File: src/ies_pkg.sv
// Overview of operation
// - event bit sets on source rising edge or on a one written at set address
// - event bit clears only by writing one at the clear address
// - reading the set address returns raw event bits
// - reading the clear address returns event bits anded with mask
// - bits 31 and 28 always read zero
// - bit 30 sets when serial eeprom loading completes
// - bit 29 is software only: set and cleared by software
// - bit 27 may set from its sources only while late ack reporting is enabled; a set write sets it always
// - bit 27 sets on host fifo data, busy response unit or tardy ack
// - bit 26 sets when a phy register byte is readable
// - as cycle source, bit 25 sets if start-to-gap-end exceeds 125 us
// - overlong cycle event clears the cycle start source bit 21
// - bit 24 sets when an error halts any subunit
// - while bit 24 is set, halted contexts' normal events are blocked
// - bit 23 sets when received cycle start disagrees with local timer
// - bit 22 sets when no cycle start falls between two ticks
// - bit 22 may set early when a loss is predicted
// - bit 20 tick sets whenever the cycle count lsb toggles
package ies_pkg;
    localparam logic [7:0]  OFS_EVENT_SET   = 8'h80;
    localparam logic [7:0]  OFS_EVENT_CLEAR = 8'h84;
    localparam logic [7:0]  OFS_MASK        = 8'h88;
    localparam logic [7:0]  OFS_CTRL        = 8'h8c;
    localparam int          BIT_EEPROM      = 30;
    localparam int          BIT_SOFT        = 29;
    localparam int          BIT_LATE_ACK    = 27;
    localparam int          BIT_PHY_REG     = 26;
    localparam int          BIT_OVERLONG    = 25;
    localparam int          BIT_FATAL       = 24;
    localparam int          BIT_MISMATCH    = 23;
    localparam int          BIT_MISSED      = 22;
    localparam int          BIT_TICK        = 20;
    localparam int          CTRL_LATE_EN    = 0;
    localparam int          CTRL_CYC_SRC    = 21;
    localparam logic [31:0] EVENT_IMPL      = 32'h6fd0_0000;
    localparam logic [31:0] EVENT_HW        = 32'h4fd0_0000;
    localparam logic [31:0] CTRL_IMPL       = 32'h0020_0001;
    localparam logic [31:0] EVENT_RESET     = 32'h0000_0000;
    localparam logic [31:0] MASK_RESET      = 32'h0000_0000;
    localparam logic [31:0] CTRL_RESET      = 32'h0000_0000;
    localparam int          TIMER_CNT_LSB   = 12;
    localparam int          TIMER_SEC_LO    = 25;
    localparam int          TIMER_CNT_HI    = 24;
    localparam int          OVERLONG_US     = 125;
    localparam int          CLK_MHZ         = 100;
    localparam int          OVERLONG_CYCLES = OVERLONG_US * CLK_MHZ;

    typedef struct packed {
        logic [7:0]  addr;
        logic [31:0] wdata;
        logic        wr;
        logic        rd;
    } ies_bus_req_s;

    typedef struct packed {
        logic [31:0] local_timer;
        logic        tx_start_begin;
        logic        rx_start;
        logic [6:0]  rx_seconds;
        logic [12:0] rx_count;
        logic        gap_end;
        logic        arb_reset_gap;
    } ies_cycle_in_s;

    typedef struct packed {
        logic eeprom_done;
        logic rx_fifo_host_data;
        logic phys_resp_busy;
        logic ack_tardy_sent;
        logic phy_reg_byte_arrived;
        logic other_halt;
    } ies_src_s;
endpackage

File: src/ies_event_reg.sv
// The strobed register port was chosen for this implementation.
`timescale 1ns/1ns
module ies_event_reg #(
    parameter int N_CTX        = 8,
    parameter int OVERLONG_CYC = ies_pkg::OVERLONG_CYCLES
) (
    input  wire logic                  ref_clk,
    input  wire logic                  arst_n,
    input  wire logic                  clk_en,
    input  wire ies_pkg::ies_bus_req_s bus,
    input  wire ies_pkg::ies_src_s     src,
    input  wire ies_pkg::ies_cycle_in_s cyc,
    input  wire logic [N_CTX-1:0]      ctx_halt,
    output logic [31:0]                rdata,
    output logic                       irq,
    output logic                       cycle_start_source,
    output logic [N_CTX-1:0]           context_block
);
    if (N_CTX < 1 || OVERLONG_CYC < 1) begin : g_chk
        $error("ies_event_reg: bad parameter value");
    end

    ////////////////////////////////////////////////////////////////////////
    // state
    typedef enum logic [2:0] {
        CW_IDLE,
        CW_WAIT,
        CW_GAP,
        CW_SEEN,
        CW_LOST
    } ies_cyc_state_e;

    logic [31:0]    ev_q, ev_d;
    logic [31:0]    mask_q, mask_d;
    logic [31:0]    ctrl_q, ctrl_d;
    logic [31:0]    rdata_q, rdata_d;
    logic           irq_q, irq_d;
    logic [N_CTX-1:0] blk_q, blk_d;
    logic           lsb_q, lsb_d;
    ies_cyc_state_e cs_q, cs_d;

    logic [31:0]    hw_lvl;
    logic [31:0]    hw_rise;
    logic [31:0]    hw_set;
    logic [31:0]    sw_set;
    logic [31:0]    sw_clr;
    logic           late_en;
    logic           src_en;
    logic           tick;
    logic           start_seen;
    logic           mism_lvl;
    logic           lost_lvl;
    logic           overlong_fire;
    logic           fatal_lvl;

    assign late_en            = ctrl_q[ies_pkg::CTRL_LATE_EN];
    assign src_en             = ctrl_q[ies_pkg::CTRL_CYC_SRC];
    assign rdata              = rdata_q;
    assign irq                = irq_q;
    assign cycle_start_source = ctrl_q[ies_pkg::CTRL_CYC_SRC];
    assign context_block      = blk_q;

    ////////////////////////////////////////////////////////////////////////
    // cycle timing events
    always_comb begin
        lsb_d      = cyc.local_timer[ies_pkg::TIMER_CNT_LSB];
        tick       = lsb_d ^ lsb_q;
        start_seen = cyc.tx_start_begin | cyc.rx_start;
        mism_lvl   = cyc.rx_start &&
                     ({cyc.rx_seconds, cyc.rx_count} !=
                      cyc.local_timer[31:ies_pkg::TIMER_CNT_LSB]);
    end

    always_comb begin
        cs_d     = cs_q;
        lost_lvl = 1'b0;
        if (tick) begin
            // a period with no start is lost unless already predicted
            lost_lvl = (cs_q == CW_WAIT) || (cs_q == CW_GAP);
            cs_d     = CW_WAIT;
        end else begin
            unique case (cs_q)
                CW_IDLE: begin
                    cs_d = CW_IDLE;
                end
                CW_WAIT: begin
                    if (start_seen) begin
                        cs_d = CW_SEEN;
                    end else if (cyc.arb_reset_gap) begin
                        lost_lvl = 1'b1;
                        cs_d     = CW_LOST;
                    end else if (cyc.gap_end) begin
                        cs_d = CW_GAP;
                    end
                end
                CW_GAP: begin
                    if (start_seen) begin
                        cs_d = CW_SEEN;
                    end else if (cyc.gap_end || cyc.arb_reset_gap) begin
                        lost_lvl = 1'b1;
                        cs_d     = CW_LOST;
                    end
                end
                CW_SEEN: begin
                    cs_d = CW_SEEN;
                end
                CW_LOST: begin
                    cs_d = CW_LOST;
                end
            endcase
        end
    end

    ies_overlong_timer #(
        .LIMIT (OVERLONG_CYC)
    ) u_overlong (
        .ref_clk (ref_clk),
        .arst_n  (arst_n),
        .clk_en  (clk_en),
        .enable  (src_en),
        .start   (cyc.tx_start_begin),
        .stop    (cyc.gap_end),
        .fire    (overlong_fire)
    );

    ////////////////////////////////////////////////////////////////////////
    // hardware event sources
    always_comb begin
        fatal_lvl = (|ctx_halt) | src.other_halt;
        hw_lvl    = '0;
        hw_lvl[ies_pkg::BIT_EEPROM]   = src.eeprom_done;
        hw_lvl[ies_pkg::BIT_LATE_ACK] = late_en &
                                        (src.rx_fifo_host_data |
                                         src.phys_resp_busy |
                                         src.ack_tardy_sent);
        hw_lvl[ies_pkg::BIT_PHY_REG]  = src.phy_reg_byte_arrived;
        hw_lvl[ies_pkg::BIT_OVERLONG] = overlong_fire;
        hw_lvl[ies_pkg::BIT_FATAL]    = fatal_lvl;
        hw_lvl[ies_pkg::BIT_MISMATCH] = mism_lvl;
        hw_lvl[ies_pkg::BIT_MISSED]   = lost_lvl;
        hw_lvl[ies_pkg::BIT_TICK]     = tick;
    end

    ies_edge_detect #(
        .W (32)
    ) u_edge (
        .ref_clk (ref_clk),
        .arst_n  (arst_n),
        .clk_en  (clk_en),
        .level   (hw_lvl),
        .rise    (hw_rise)
    );

    always_comb begin
        hw_set = hw_rise & ies_pkg::EVENT_HW;
        if (!late_en) begin
            hw_set[ies_pkg::BIT_LATE_ACK] = 1'b0;
        end
    end

    ////////////////////////////////////////////////////////////////////////
    // register writes and event state
    always_comb begin
        sw_set = '0;
        sw_clr = '0;
        if (bus.wr && bus.addr == ies_pkg::OFS_EVENT_SET) begin
            sw_set = bus.wdata;
        end
        if (bus.wr && bus.addr == ies_pkg::OFS_EVENT_CLEAR) begin
            sw_clr = bus.wdata;
        end
        // set after clear so that a coincident event survives
        ev_d = ((ev_q & ~sw_clr) | sw_set | hw_set) &
               ies_pkg::EVENT_IMPL;

        mask_d = mask_q;
        if (bus.wr && bus.addr == ies_pkg::OFS_MASK) begin
            mask_d = bus.wdata & ies_pkg::EVENT_IMPL;
        end

        ctrl_d = ctrl_q;
        if (bus.wr && bus.addr == ies_pkg::OFS_CTRL) begin
            ctrl_d = bus.wdata & ies_pkg::CTRL_IMPL;
        end
        if (overlong_fire) begin
            ctrl_d[ies_pkg::CTRL_CYC_SRC] = 1'b0;
        end

        blk_d = '0;
        if (ev_d[ies_pkg::BIT_FATAL]) begin
            blk_d = blk_q | ctx_halt;
        end

        irq_d = |(ev_d & mask_d);

        rdata_d = '0;
        if (bus.rd) begin
            unique case (bus.addr)
                ies_pkg::OFS_EVENT_SET: begin
                    rdata_d = ev_q;
                end
                ies_pkg::OFS_EVENT_CLEAR: begin
                    rdata_d = ev_q & mask_q;
                end
                ies_pkg::OFS_MASK: begin
                    rdata_d = mask_q;
                end
                ies_pkg::OFS_CTRL: begin
                    rdata_d = ctrl_q;
                end
                default: begin
                    rdata_d = '0;
                end
            endcase
        end
    end

    always_ff @(posedge ref_clk or negedge arst_n) begin
        if (!arst_n) begin
            ev_q    <= ies_pkg::EVENT_RESET;
            mask_q  <= ies_pkg::MASK_RESET;
            ctrl_q  <= ies_pkg::CTRL_RESET;
            rdata_q <= '0;
            irq_q   <= 1'b0;
            blk_q   <= '0;
            lsb_q   <= 1'b0;
            cs_q    <= CW_IDLE;
        end else if (clk_en) begin
            ev_q    <= ev_d;
            mask_q  <= mask_d;
            ctrl_q  <= ctrl_d;
            rdata_q <= rdata_d;
            irq_q   <= irq_d;
            blk_q   <= blk_d;
            lsb_q   <= lsb_d;
            cs_q    <= cs_d;
        end
    end
endmodule // ies_event_reg

File: src/ies_edge_detect.sv
`timescale 1ns/1ns
module ies_edge_detect #(
    parameter int W = 32
) (
    input  wire logic         ref_clk,
    input  wire logic         arst_n,
    input  wire logic         clk_en,
    input  wire logic [W-1:0] level,
    output logic      [W-1:0] rise
);
    if (W < 1) begin : g_chk
        $error("ies_edge_detect: W must be at least 1");
    end

    for (genvar i = 0; i < W; i++) begin : g_bit
        logic prev_q;
        logic prev_d;
        always_comb begin
            prev_d  = level[i];
            rise[i] = level[i] & ~prev_q;
        end
        always_ff @(posedge ref_clk or negedge arst_n) begin
            if (!arst_n) begin
                prev_q <= 1'b0;
            end else if (clk_en) begin
                prev_q <= prev_d;
            end
        end
    end
endmodule // ies_edge_detect

File: src/ies_overlong_timer.sv
`timescale 1ns/1ns
module ies_overlong_timer #(
    parameter int LIMIT = 12500
) (
    input  wire logic ref_clk,
    input  wire logic arst_n,
    input  wire logic clk_en,
    input  wire logic enable,
    input  wire logic start,
    input  wire logic stop,
    output logic      fire
);
    localparam int CW = $clog2(LIMIT + 2);
    localparam logic [CW-1:0] LIM = CW'(LIMIT);
    if (LIMIT < 1) begin : g_chk
        $error("ies_overlong_timer: LIMIT must be at least 1");
    end
    logic [CW-1:0] cnt_q, cnt_d;
    logic          run_q, run_d;
    always_comb begin
        cnt_d = cnt_q;
        run_d = run_q;
        fire  = 1'b0;
        if (!enable || stop) begin
            run_d = 1'b0;
        end else if (start) begin
            run_d = 1'b1;
            cnt_d = '0;
        end else if (run_q) begin
            if (cnt_q == LIM) begin
                fire  = 1'b1;
                run_d = 1'b0;
            end else begin
                cnt_d = cnt_q + 1'b1;
            end
        end
    end
    always_ff @(posedge ref_clk or negedge arst_n) begin
        if (!arst_n) begin
            cnt_q <= '0;
            run_q <= 1'b0;
        end else if (clk_en) begin
            cnt_q <= cnt_d;
            run_q <= run_d;
        end
    end
endmodule // ies_overlong_timer

File: config.mk
export PLATFORM = sky130hd
export DESIGN_NAME = ies_event_reg
export DESIGN_NICKNAME = d
export VERILOG_FILES = /design/src/ies_pkg.sv /design/src/ies_event_reg.sv /design/src/ies_edge_detect.sv /design/src/ies_overlong_timer.sv
export SDC_FILE = /design/constraint.sdc
export NUM_CORES = 1
export LEC_CHECK = 0
export ABC_CLOCK_PERIOD_IN_PS = 2800
export BUFFER_PORTS_ARGS = -buffer_cell sky130_fd_sc_hd__buf_2
export CORE_UTILIZATION = 53
export DETAILED_ROUTE_END_ITERATION = 6
export PLACE_DENSITY = 0.81
export SYNTH_ARGS = -nofsm -noshare
export SYNTH_HDL_FRONTEND = slang
export SYNTH_HIERARCHICAL = 1
export SYNTH_SLANG_ARGS = --single-unit
File: constraint.sdc
create_clock -name ref_clk -period 2.8 [get_ports ref_clk]
set_input_delay 0.56 -clock ref_clk [delete_from_list [all_inputs] [get_ports ref_clk]]
set_output_delay 0.56 -clock ref_clk [all_outputs]
set_load 0.02 [all_outputs]
# Yosys cells after proc, flatten, opt, wreduce, memory -nomap -nowiden
# Cells that the tools add are included.
[word_totals] reg_bits=111 inputBits=115 output_inout_bits=42 elab_cells=114
[classes] add_sub_neg=1 eq_ne=13 mux=33 n_bitwise=30 reduce_logical=18
[op_table] op="case mux 32 bit (4 select lines)" n=1
[op_table] op="AND 31 x 32 -> 32 bit" n=2
[op_table] op="two-way mux 32 bit" n=2
[op_table] op="two-way mux 31 bit" n=2
[op_table] op="OR 31 bit" n=2
[op_table] op="two-way mux 14 bit" n=3
[op_table] op="== test 8 bit (second input constant)" n=4
[op_table] op="OR reduction 32 bit" n=1
[op_table] op="AND 31 bit" n=1
[op_table] op="inverter 31 bit" n=1
[op_table] op="two-way mux 22 bit" n=1
[op_table] op="inequality test 20 bit" n=1
[op_table] op="two-way mux 3 bit" n=6
[op_table] op="two-way mux 1 bit" n=15
[op_table] op="case mux 3 bit (5 select lines)" n=1
[op_table] op="adder 14 x 1 -> 14 bit (second input constant)" n=1
[op_table] op="== test 14 bit (second input constant)" n=1
[op_table] op="AND 1 bit" n=9
[op_table] op="inverter 1 bit" n=9
[op_table] op="two-way mux 8 bit" n=1
[op_table] op="OR 8 bit" n=1
[op_table] op="OR reduction 8 bit" n=1
[op_table] op="== test 3 x 2 -> 1 bit (second input constant)" n=2
[op_table] op="logical AND 1 bit" n=5
[op_table] op="15 further kinds" n=22

# Logic depth before layout (Yosys ltp)
# Gate-level depths: netlist (run 1).
[logic_depth] ltp_word=9 depth_mapped=11 mapped_depth_nobuf=10

# Cells and area by module
# The synthesis (run 1) kept the hierarchy.
[by_module_without_submodules] module="ies_event_reg" n_inst=1 cells_per_inst=305 area_per_inst_um2=2924.1 seq_area_each_um2=1101.1
[by_module_without_submodules] module="ies_edge_detect" n_inst=1 cells_per_inst=100 area_per_inst_um2=1545.2 seq_area_each_um2=800.8
[by_module_without_submodules] module="ies_overlong_timer" n_inst=1 cells_per_inst=112 area_per_inst_um2=992.2 seq_area_each_um2=375.4

# Worst setup path after synthesis (run 1)
# OpenSTA, ideal clock, no wires.
[synth_timing] kind="input port to flip-flop" startpoint="input cyc[23] (netlist name)" endpoint="register irq_q, in the netlist irq" setup_ns=0.082 arrival_ns=2.119 required_ns=2.718 slack_ns=0.599 stages=8 path_buffers=1 cell_sequence="nor4b_1 > and4_1 > clkbuf_1 > and4b_1 > nor2b_1 > a311oi_1 > o221a_1 > a31oi_1"
[synth_between] elab_cells_between_ends=12 classes_between="mux: 6; bitwise: 5; reduce/logical: 1"
[synth_lines] element="start, declared" line="ies_event_reg.sv:12" text="input wire ies_pkg::ies_cycle_in_s cyc,"
[synth_lines] element="two-way mux 1 bit" line="ies_overlong_timer.sv:26" text="end else if (start) begin"
[synth_lines] element="two-way mux 1 bit" line="ies_overlong_timer.sv:24" text="if (!enable || stop) begin"
[synth_lines] element="net hw_lvl[25]" line="ies_event_reg.sv:42" text="logic [31:0] hw_lvl;"
[synth_lines] element="AND 1 bit" line="ies_edge_detect.sv:20" text="rise[i] = level[i] & ~prev_q;"
[synth_lines] element="net hw_rise[25]" line="ies_event_reg.sv:43" text="logic [31:0] hw_rise;"
[synth_lines] element="OR 31 bit" line="ies_event_reg.sv:173" text="ev_d = ((ev_q & ~sw_clr) | sw_set | hw_set) &"
[synth_lines] element="AND 31 x 32 -> 32 bit" line="ies_event_reg.sv:194" text="irq_d = |(ev_d & mask_d);"
[synth_lines] element="OR reduction 32 bit" line="ies_event_reg.sv:194"
[synth_lines] element="end signal, assigned" line="ies_event_reg.sv:233" text="irq_q <= irq_d;"
[synth_lines] element="end, declared" line="ies_event_reg.sv:37" text="logic irq_q, irq_d;"
# The timed path passes the listed nets, and every way through them passes these cells.
# A chain may end at the register's enable or synchronous reset.

# Worst setup path after layout (run 1)
[layout_timing] startpoint="input cyc[23] (netlist name)" endpoint="register irq_q, in the netlist irq"
[layout_between] elab_chain_len=8 elab_cells_between_ends=12 classes_between="mux: 6; bitwise: 5; reduce/logical: 1"
[layout_lines] element="OR 1 bit *" line="ies_event_reg.sv:68" text="start_seen = cyc.tx_start_begin | cyc.rx_start;"
[layout_lines] element="two-way mux 1 bit (on tied branches)" line="ies_event_reg.sv:97, ies_event_reg.sv:87"
[layout_lines] element="case mux 1 bit (2 select lines) *" line="ies_event_reg.sv:82" text="unique case (cs_q)"
[layout_lines] element="two-way mux 1 bit *" line="ies_event_reg.sv:77" text="if (tick) begin"
[layout_lines] element="net hw_lvl[22]" line="ies_event_reg.sv:42"
[layout_lines] element="AND 1 bit *" line="ies_edge_detect.sv:20"
[layout_lines] element="net hw_rise[22]" line="ies_event_reg.sv:43"
[layout_lines] element="OR 31 bit *" line="ies_event_reg.sv:173"
[layout_lines] element="AND 31 x 32 -> 32 bit *" line="ies_event_reg.sv:194"
[layout_lines] element="OR reduction 32 bit *" line="ies_event_reg.sv:194"
# Mark *: on every way through the listed nets, which the timed path passes. The rest lies on a longest branch.

==> results of run 1 <==
==> worst max-delay path by stage <==
stage	start	end	slack, ps	depth (start not counted)
floorplan	cyc[23]	irq$_DFFE_PN0P_	600	8
global placement	cyc[23]	irq$_DFFE_PN0P_	260	11
detailed placement	cyc[23]	irq$_DFFE_PN0P_	150	11
CTS	cyc[23]	irq$_DFFE_PN0P_	490	11
global route	cs_q[0]$_DFFE_PN0P_	irq$_DFFE_PN0P_	290	10
finish	cyc[23]	irq$_DFFE_PN0P_	430	11
==> stage by stage <==
| stage | hold slack [ps] | setup slack (ps) | util [%] | instances | cell area, sq um |
|---|---|---|---|---|---|
| after detailed placement | 468 | 154 | 61.7 | 637 | 4840 |
| after floorplan | 264 | 599 | - | 465 | 4430 |
| after CTS | 167 | 491 | 64.9 | 653 | 5090 |
| after global placement | 463 | 261 | 61.7 | 637 | 4840 |
| after global routing | 181 | 288 | 64.9 | 653 | 5090 |
| final | 159 | 428 | 64.9 | 653 | 5090 |
==> power by group through the flow <==
stage / combinational (mW) / clock (mW) / sequential (mW)
floorplan: 0.253 / 0 / 1.10
global placement: 0.403 / 0 / 1.08
detailed placement: 0.418 / 0 / 1.08
CTS: 0.422 / 1.02 / 1.07
global route: 0.459 / 1.06 / 1.07
finish: 0.423 / 1.01 / 1.07
==> layout by cell type, fill, tap and decap left out, types with 5 or more instances in the layout <==
cell type	count
nand3_1	8
nor2_1	26
and3_1	6
xnor2_1	8
a22oi_1	8
nor2b_1	13
a31oi_1	12
buf_4	10
nor4_1	9
buf_2	102
o211ai_1	5
a21o_1	10
mux2_4	7
mux2_2	9
o21ai_0	26
o2bb2ai_1	11
mux2i_1	6
inv_1	20
clkbuf_8	9
nand2b_1	6
nand4_1	12
o31ai_1	5
nand2_1	18
a311oi_1	6
a21oi_1	19
xor2_1	13
conb_1	21
or4_1	5
dfrtp_1	67
==> area by class of cell <==
class	instances	area, sq um	area share (%)
timing repair buffer	113	606	11.9
clock buffer	9	124	2.43
clock inverter	7	125	2.46
inverter	20	75.1	1.47
multi-input combinational	335	2360	46.3
tap	102	128	2.51
sequential	67	1680	32.9
==> state kept, by name, indices dropped and copies added (netlist names) <==
register	flops
context_block	8
cs_q	3
ctrl_q	2
ev_q	9
irq	1
lsb_q	1
mask_q	9
rdata	11
u_edge/g_bit.prev_q	8
u_overlong/cnt_q	14
u_overlong/run_q	1
==> worst max-delay path, stage by stage <==
cell	delay, ps
buf_2	120
or2_2	340
a211oi_1	310
o21ai_0	170
a21oi_1	220
nor2b_1	250
inv_1	130
nand2_1	90
o221ai_1	130
o221a_1	150
a31oi_1	170
==> layer usage <==
layer / GRT usage, % / vias up
met5: 0 / -
met4: 13.8 / 0
met3: 5.25 / 52
met2: 41.0 / 261
met1: 33.5 / 1861
li1: - / 1822
==> impl_metrics.json, run 1 <==
{
  "status": "finished clean",
  "cap_viol_max_count": 0,
  "drive_gt1_share_pct": 29.9,
  "hold_viol": 0,
  "row_count": 32,
  "cp_max_fo": 5,
  "grt_first_pass_wirelength_um": 17500,
  "drt_pass1_iterations": 5,
  "cts_made_buffers": 9,
  "r2r-start": "cs_q[1]$_DFFE_PN0P_",
  "relSlewSlack_pct": 53.9,
  "worstSkewPairLatency_ps": 350,
  "worst_slew_pin_slew_ps": 691,
  "dr_wl_met2_um": 5100,
  "n_antenna_cell": 0,
  "tns_ps": 0,
  "timing.final.crit_share_pct": 84.7,
  "cts_root_buffer": "clkbuf_8",
  "p_per_area_nw_per_um2": 492,
  "grt_pass1_vias": 3724,
  "grt_use_total_pct": 26.0,
  "crit_type": "input port to register",
  "ant_nets": 0,
  "fp.dieW_um": 92.6,
  "dieArea_sq_um": 8570,
  "met3_length_um": 820,
  "area.growth.synth_to_final_pct": 17.0,
  "post_cts_buffers": 0,
  "rsz0062_at_grt": "false",
  "num-fill-cells": 652,
  "clockBufferDepth": 2,
  "p_int_mw": 1.79,
  "drc": 0,
  "leakagePower_nw": 2.32,
  "power_frac_clock_pct": 40.4,
  "yosys_warnings": 6,
  "highest-signal-layer": "met4",
  "vdd_drop_max_uv": 282,
  "swShare_pct": 28.5,
  "cts_tree": "yes",
  "gp_congestion": 0.911,
  "power.switching_uw": 715,
  "grt_antenna_before_repair": 0,
  "dp_hpwl_um": 7800,
  "grt_overflow_total": 0,
  "die_height_um": 92.6,
  "max_freq_mhz": 422,
  "critical_path_required_ps": 3080,
  "power_frac_seq_pct": 42.7,
  "critPathArrivalTime_ps": 2650,
  "timing.reg2reg.setup_slack_ps": 440,
  "hold_path.class": "input port to async pin",
  "cts_resized": 0,
  "end_kind": "register",
  "cts.hold.buffers_added": 0,
  "synth_cells": 445,
  "syn_area_sq_um": 4350,
  "finalCriticalPeriod_ps": 2370,
  "wl_met1_um": 4560,
  "reg2regPathDepth": 10,
  "skew_ps": 7.83,
  "drt_iter0_markers": 331,
  "drv_slew": 0,
  "start_kind": "input port",
  "clock_sinks": 67,
  "coreArea_sq_um": 7850,
  "final_nets": 663,
  "grt_max_degree": 32,
  "wl_per_cell_um": 16.7,
  "num_vias": 3996,
  "postSynthAreaPerCell_sq_um": 9.78,
  "cts_max_level": 3,
  "r2r-end": "irq$_DFFE_PN0P_",
  "wl_um": 10900,
  "setup_viol": 0,
  "io_buffers": 102,
  "via_per_inst": 6.12,
  "ioPinCount": 157,
  "pwr-share-comb_pct": 16.9,
  "clk_pin_slew_ps": 80,
  "start_util_pct": 55.4,
  "power_mw": 2.51
}
Power figures use the tool's default switching activity.
==> run 2: changes to the inputs <==
Settings changed: ABC_CLOCK_PERIOD_IN_PS 2800 to 2400.
Clock period 2.8 ns to 2.4 ns, I/O delays scaled along.
==> run 2 against run 1 <==
Against the previous run: worst hold slack improved by 210 ps; register-to-register slack got worse by 320 ps; core utilization up 1.2 points; clock skew grew 3.2 ps; combinational power grew 21%; clock-buffer cell count stayed put; final cell count grew 2.5%; sequential power increased by 17%; critical path depth shrank 2; global-route usage rose by 0.15 points; die area unchanged; largest cell class unchanged; highest routed layer unchanged.
==> impl_metrics.json, run 2 (synthesis gave the netlist of run 1 again) <==
{
  "critPathSlowestCell": "dfrtp_1",
  "place_worst_setup_slack_ps": -36.6,
  "drv_slew": 0,
  "status": "finished clean",
  "area.growth.synth_to_final_pct": 19.1,
  "cp_max_fo": 6,
  "skew_ps": 11.0,
  "finalCriticalPeriod_ps": 2280,
  "coreArea_sq_um": 7850,
  "critPathTopFamily": "simple AND/OR/NAND/NOR gates",
  "worstSkewPairLatency_ps": 350,
  "cp.depth": 9,
  "die_height_um": 92.6,
  "ioPinCount": 157,
  "worst-path-buf-inv": 1,
  "critPathCapture": "irq$_DFFE_PN0P_",
  "hold_viol": 0,
  "wl_per_cell_um": 16.3,
  "grt_overflow_total": 0,
  "drive_gt1_share_pct": 32.1,
  "ant_nets": 0,
  "largest_register_ffs": 14,
  "start_util_pct": 55.4,
  "power_mw": 2.72,
  "row_count": 32,
  "drt_iter0_markers": 245,
  "dieArea_sq_um": 8570,
  "timing.final.crit_share_pct": 95.2,
  "num_vias": 3993,
  "grt_antenna_before_repair": 0,
  "clk_pin_slew_ps": 80,
  "cts_tree": "yes",
  "wl_um": 10900,
  "place_area_sq_um": 4970,
  "final_cell_mix": "102 x buf_2, 67 x dfrtp_1, 26 x nor2_1, 26 x o21ai_0, 24 x buf_4",
  "end_kind": "register",
  "crit_chain": "inv_1, ha_1, nor4bb_1, and4_1, and4b_1, nor2b_1, a311oi_1, o221a_1, a31oi_1",
  "grt_use_total_pct": 26.1,
  "final_common_cell": "buf_2",
  "dp_hpwl_um": 8080,
  "p_per_area_nw_per_um2": 525,
  "hold_path.class": "input port to register",
  "start_kind": "register",
  "fp.dieW_um": 92.6,
  "grt_first_pass_wirelength_um": 17600,
  "cts_max_level": 3,
  "leakagePower_nw": 2.39,
  "cts_made_buffers": 9,
  "gp_congestion": 0.919,
  "timing.reg2reg.setup_slack_ps": 120,
  "drt_pass1_iterations": 6,
  "drc": 0,
  "reg2regPathDepth": 9,
  "post_cts_buffers": 0,
  "crit_type": "register to register",
  "setup_viol": 0,
  "clock_sinks": 67,
  "finalInstanceArea_sq_um": 5180,
  "clockBufferDepth": 2,
  "worst_slew_pin_slew_ps": 560,
  "r2r-start": "u_overlong/cnt_q[0]$_DFFE_PN0P_",
  "worst_slack_ps": 116,
  "regMostFlops": "u_overlong/cnt_q",
  "critPathArrivalTime_ps": 2560,
  "vdd_drop_max_uv": 461,
  "via_per_inst": 5.97,
  "io_buffers": 102,
  "max_freq_mhz": 438,
  "r2r-end": "irq$_DFFE_PN0P_",
  "rsz0062_at_grt": "false",
  "final_nets": 679,
  "cts_root_buffer": "clkbuf_8",
  "critical_path_required_ps": 2680,
  "crit_start": "u_overlong/cnt_q[0]$_DFFE_PN0P_",
  "grt_pass1_vias": 3707,
  "n_antenna_cell": 0,
  "max_stage_delay_ps": 430,
  "relSlewSlack_pct": 62.6,
  "grt_max_degree": 60,
  "cap_viol_max_count": 0
}
## run 2: repair_timing
action,in CTS,in global routing
endpoints found under the hold margin,8,0
hold buffers,1,0
gates resized for setup,0,2
endpoints found under the setup margin,0,2
## run 2: power breakdown
part	leakage, nW	switching (mW)	internal [mW]
registers	0.830	0.0550	1.19
clock network	0.0998	0.474	0.486
logic	1.46	0.296	0.217
## run 2: area by class of cell
class	instances	area, sq um
clock buffer	9	124
inverter	20	75.1
tap	102	128
fill	634	2670
clock inverter	7	77.6
timing repair buffer	129	741
sequential	67	1680
multi-input combinational	335	2360
## run 2: worst min path at each step
stage	start	end	slack, ps	depth (start not counted)
after floorplan	arst_n	context_block[0]$_DFFE_PN0P_	180	0
after global placement	arst_n	u_overlong/cnt_q[1]$_DFFE_PN0P_	350	1
after global routing	bus[28]	ev_q[26]$_DFFE_PN0P_	350	2
after CTS	bus[28]	ev_q[26]$_DFFE_PN0P_	350	2
after detailed placement	arst_n	u_overlong/cnt_q[1]$_DFFE_PN0P_	350	1
final	bus[28]	ev_q[26]$_DFFE_PN0P_	370	2
## run 2: worst reg2reg max path, delay by kind of cell (launching register included)
kind	cells	cell delay, ps
AND/OR/NAND/NOR	4	1080
AO/OA/AOI/OAI	3	480
flip-flops	1	430
adder cells (fa/ha/maj)	1	150
buffers and inverters	1	80
## run 2: layer usage
| metal | GRT usage (%) | vias up | share of wire [%] |
|---|---|---|---|
| met3 | 3.86 | 17 | 6.5 |
| li1 | - | 1860 | - |
| met4 | 10.0 | 0 | 1.6 |
| met1 | 33.8 | 1926 | 42 |
| met2 | 44.1 | 190 | 50 |
| met5 | 0 | - | 0 |
## run 2: stage by stage
stage	cells	util (%)	hold slack, ps	TNS, ps
finish	669	66.0	368	0
global route	669	66.0	354	0
detailed placement	652	63.3	354	-36.6
global placement	652	63.3	354	0
floorplan	465	-	184	0
CTS	669	66.0	349	0
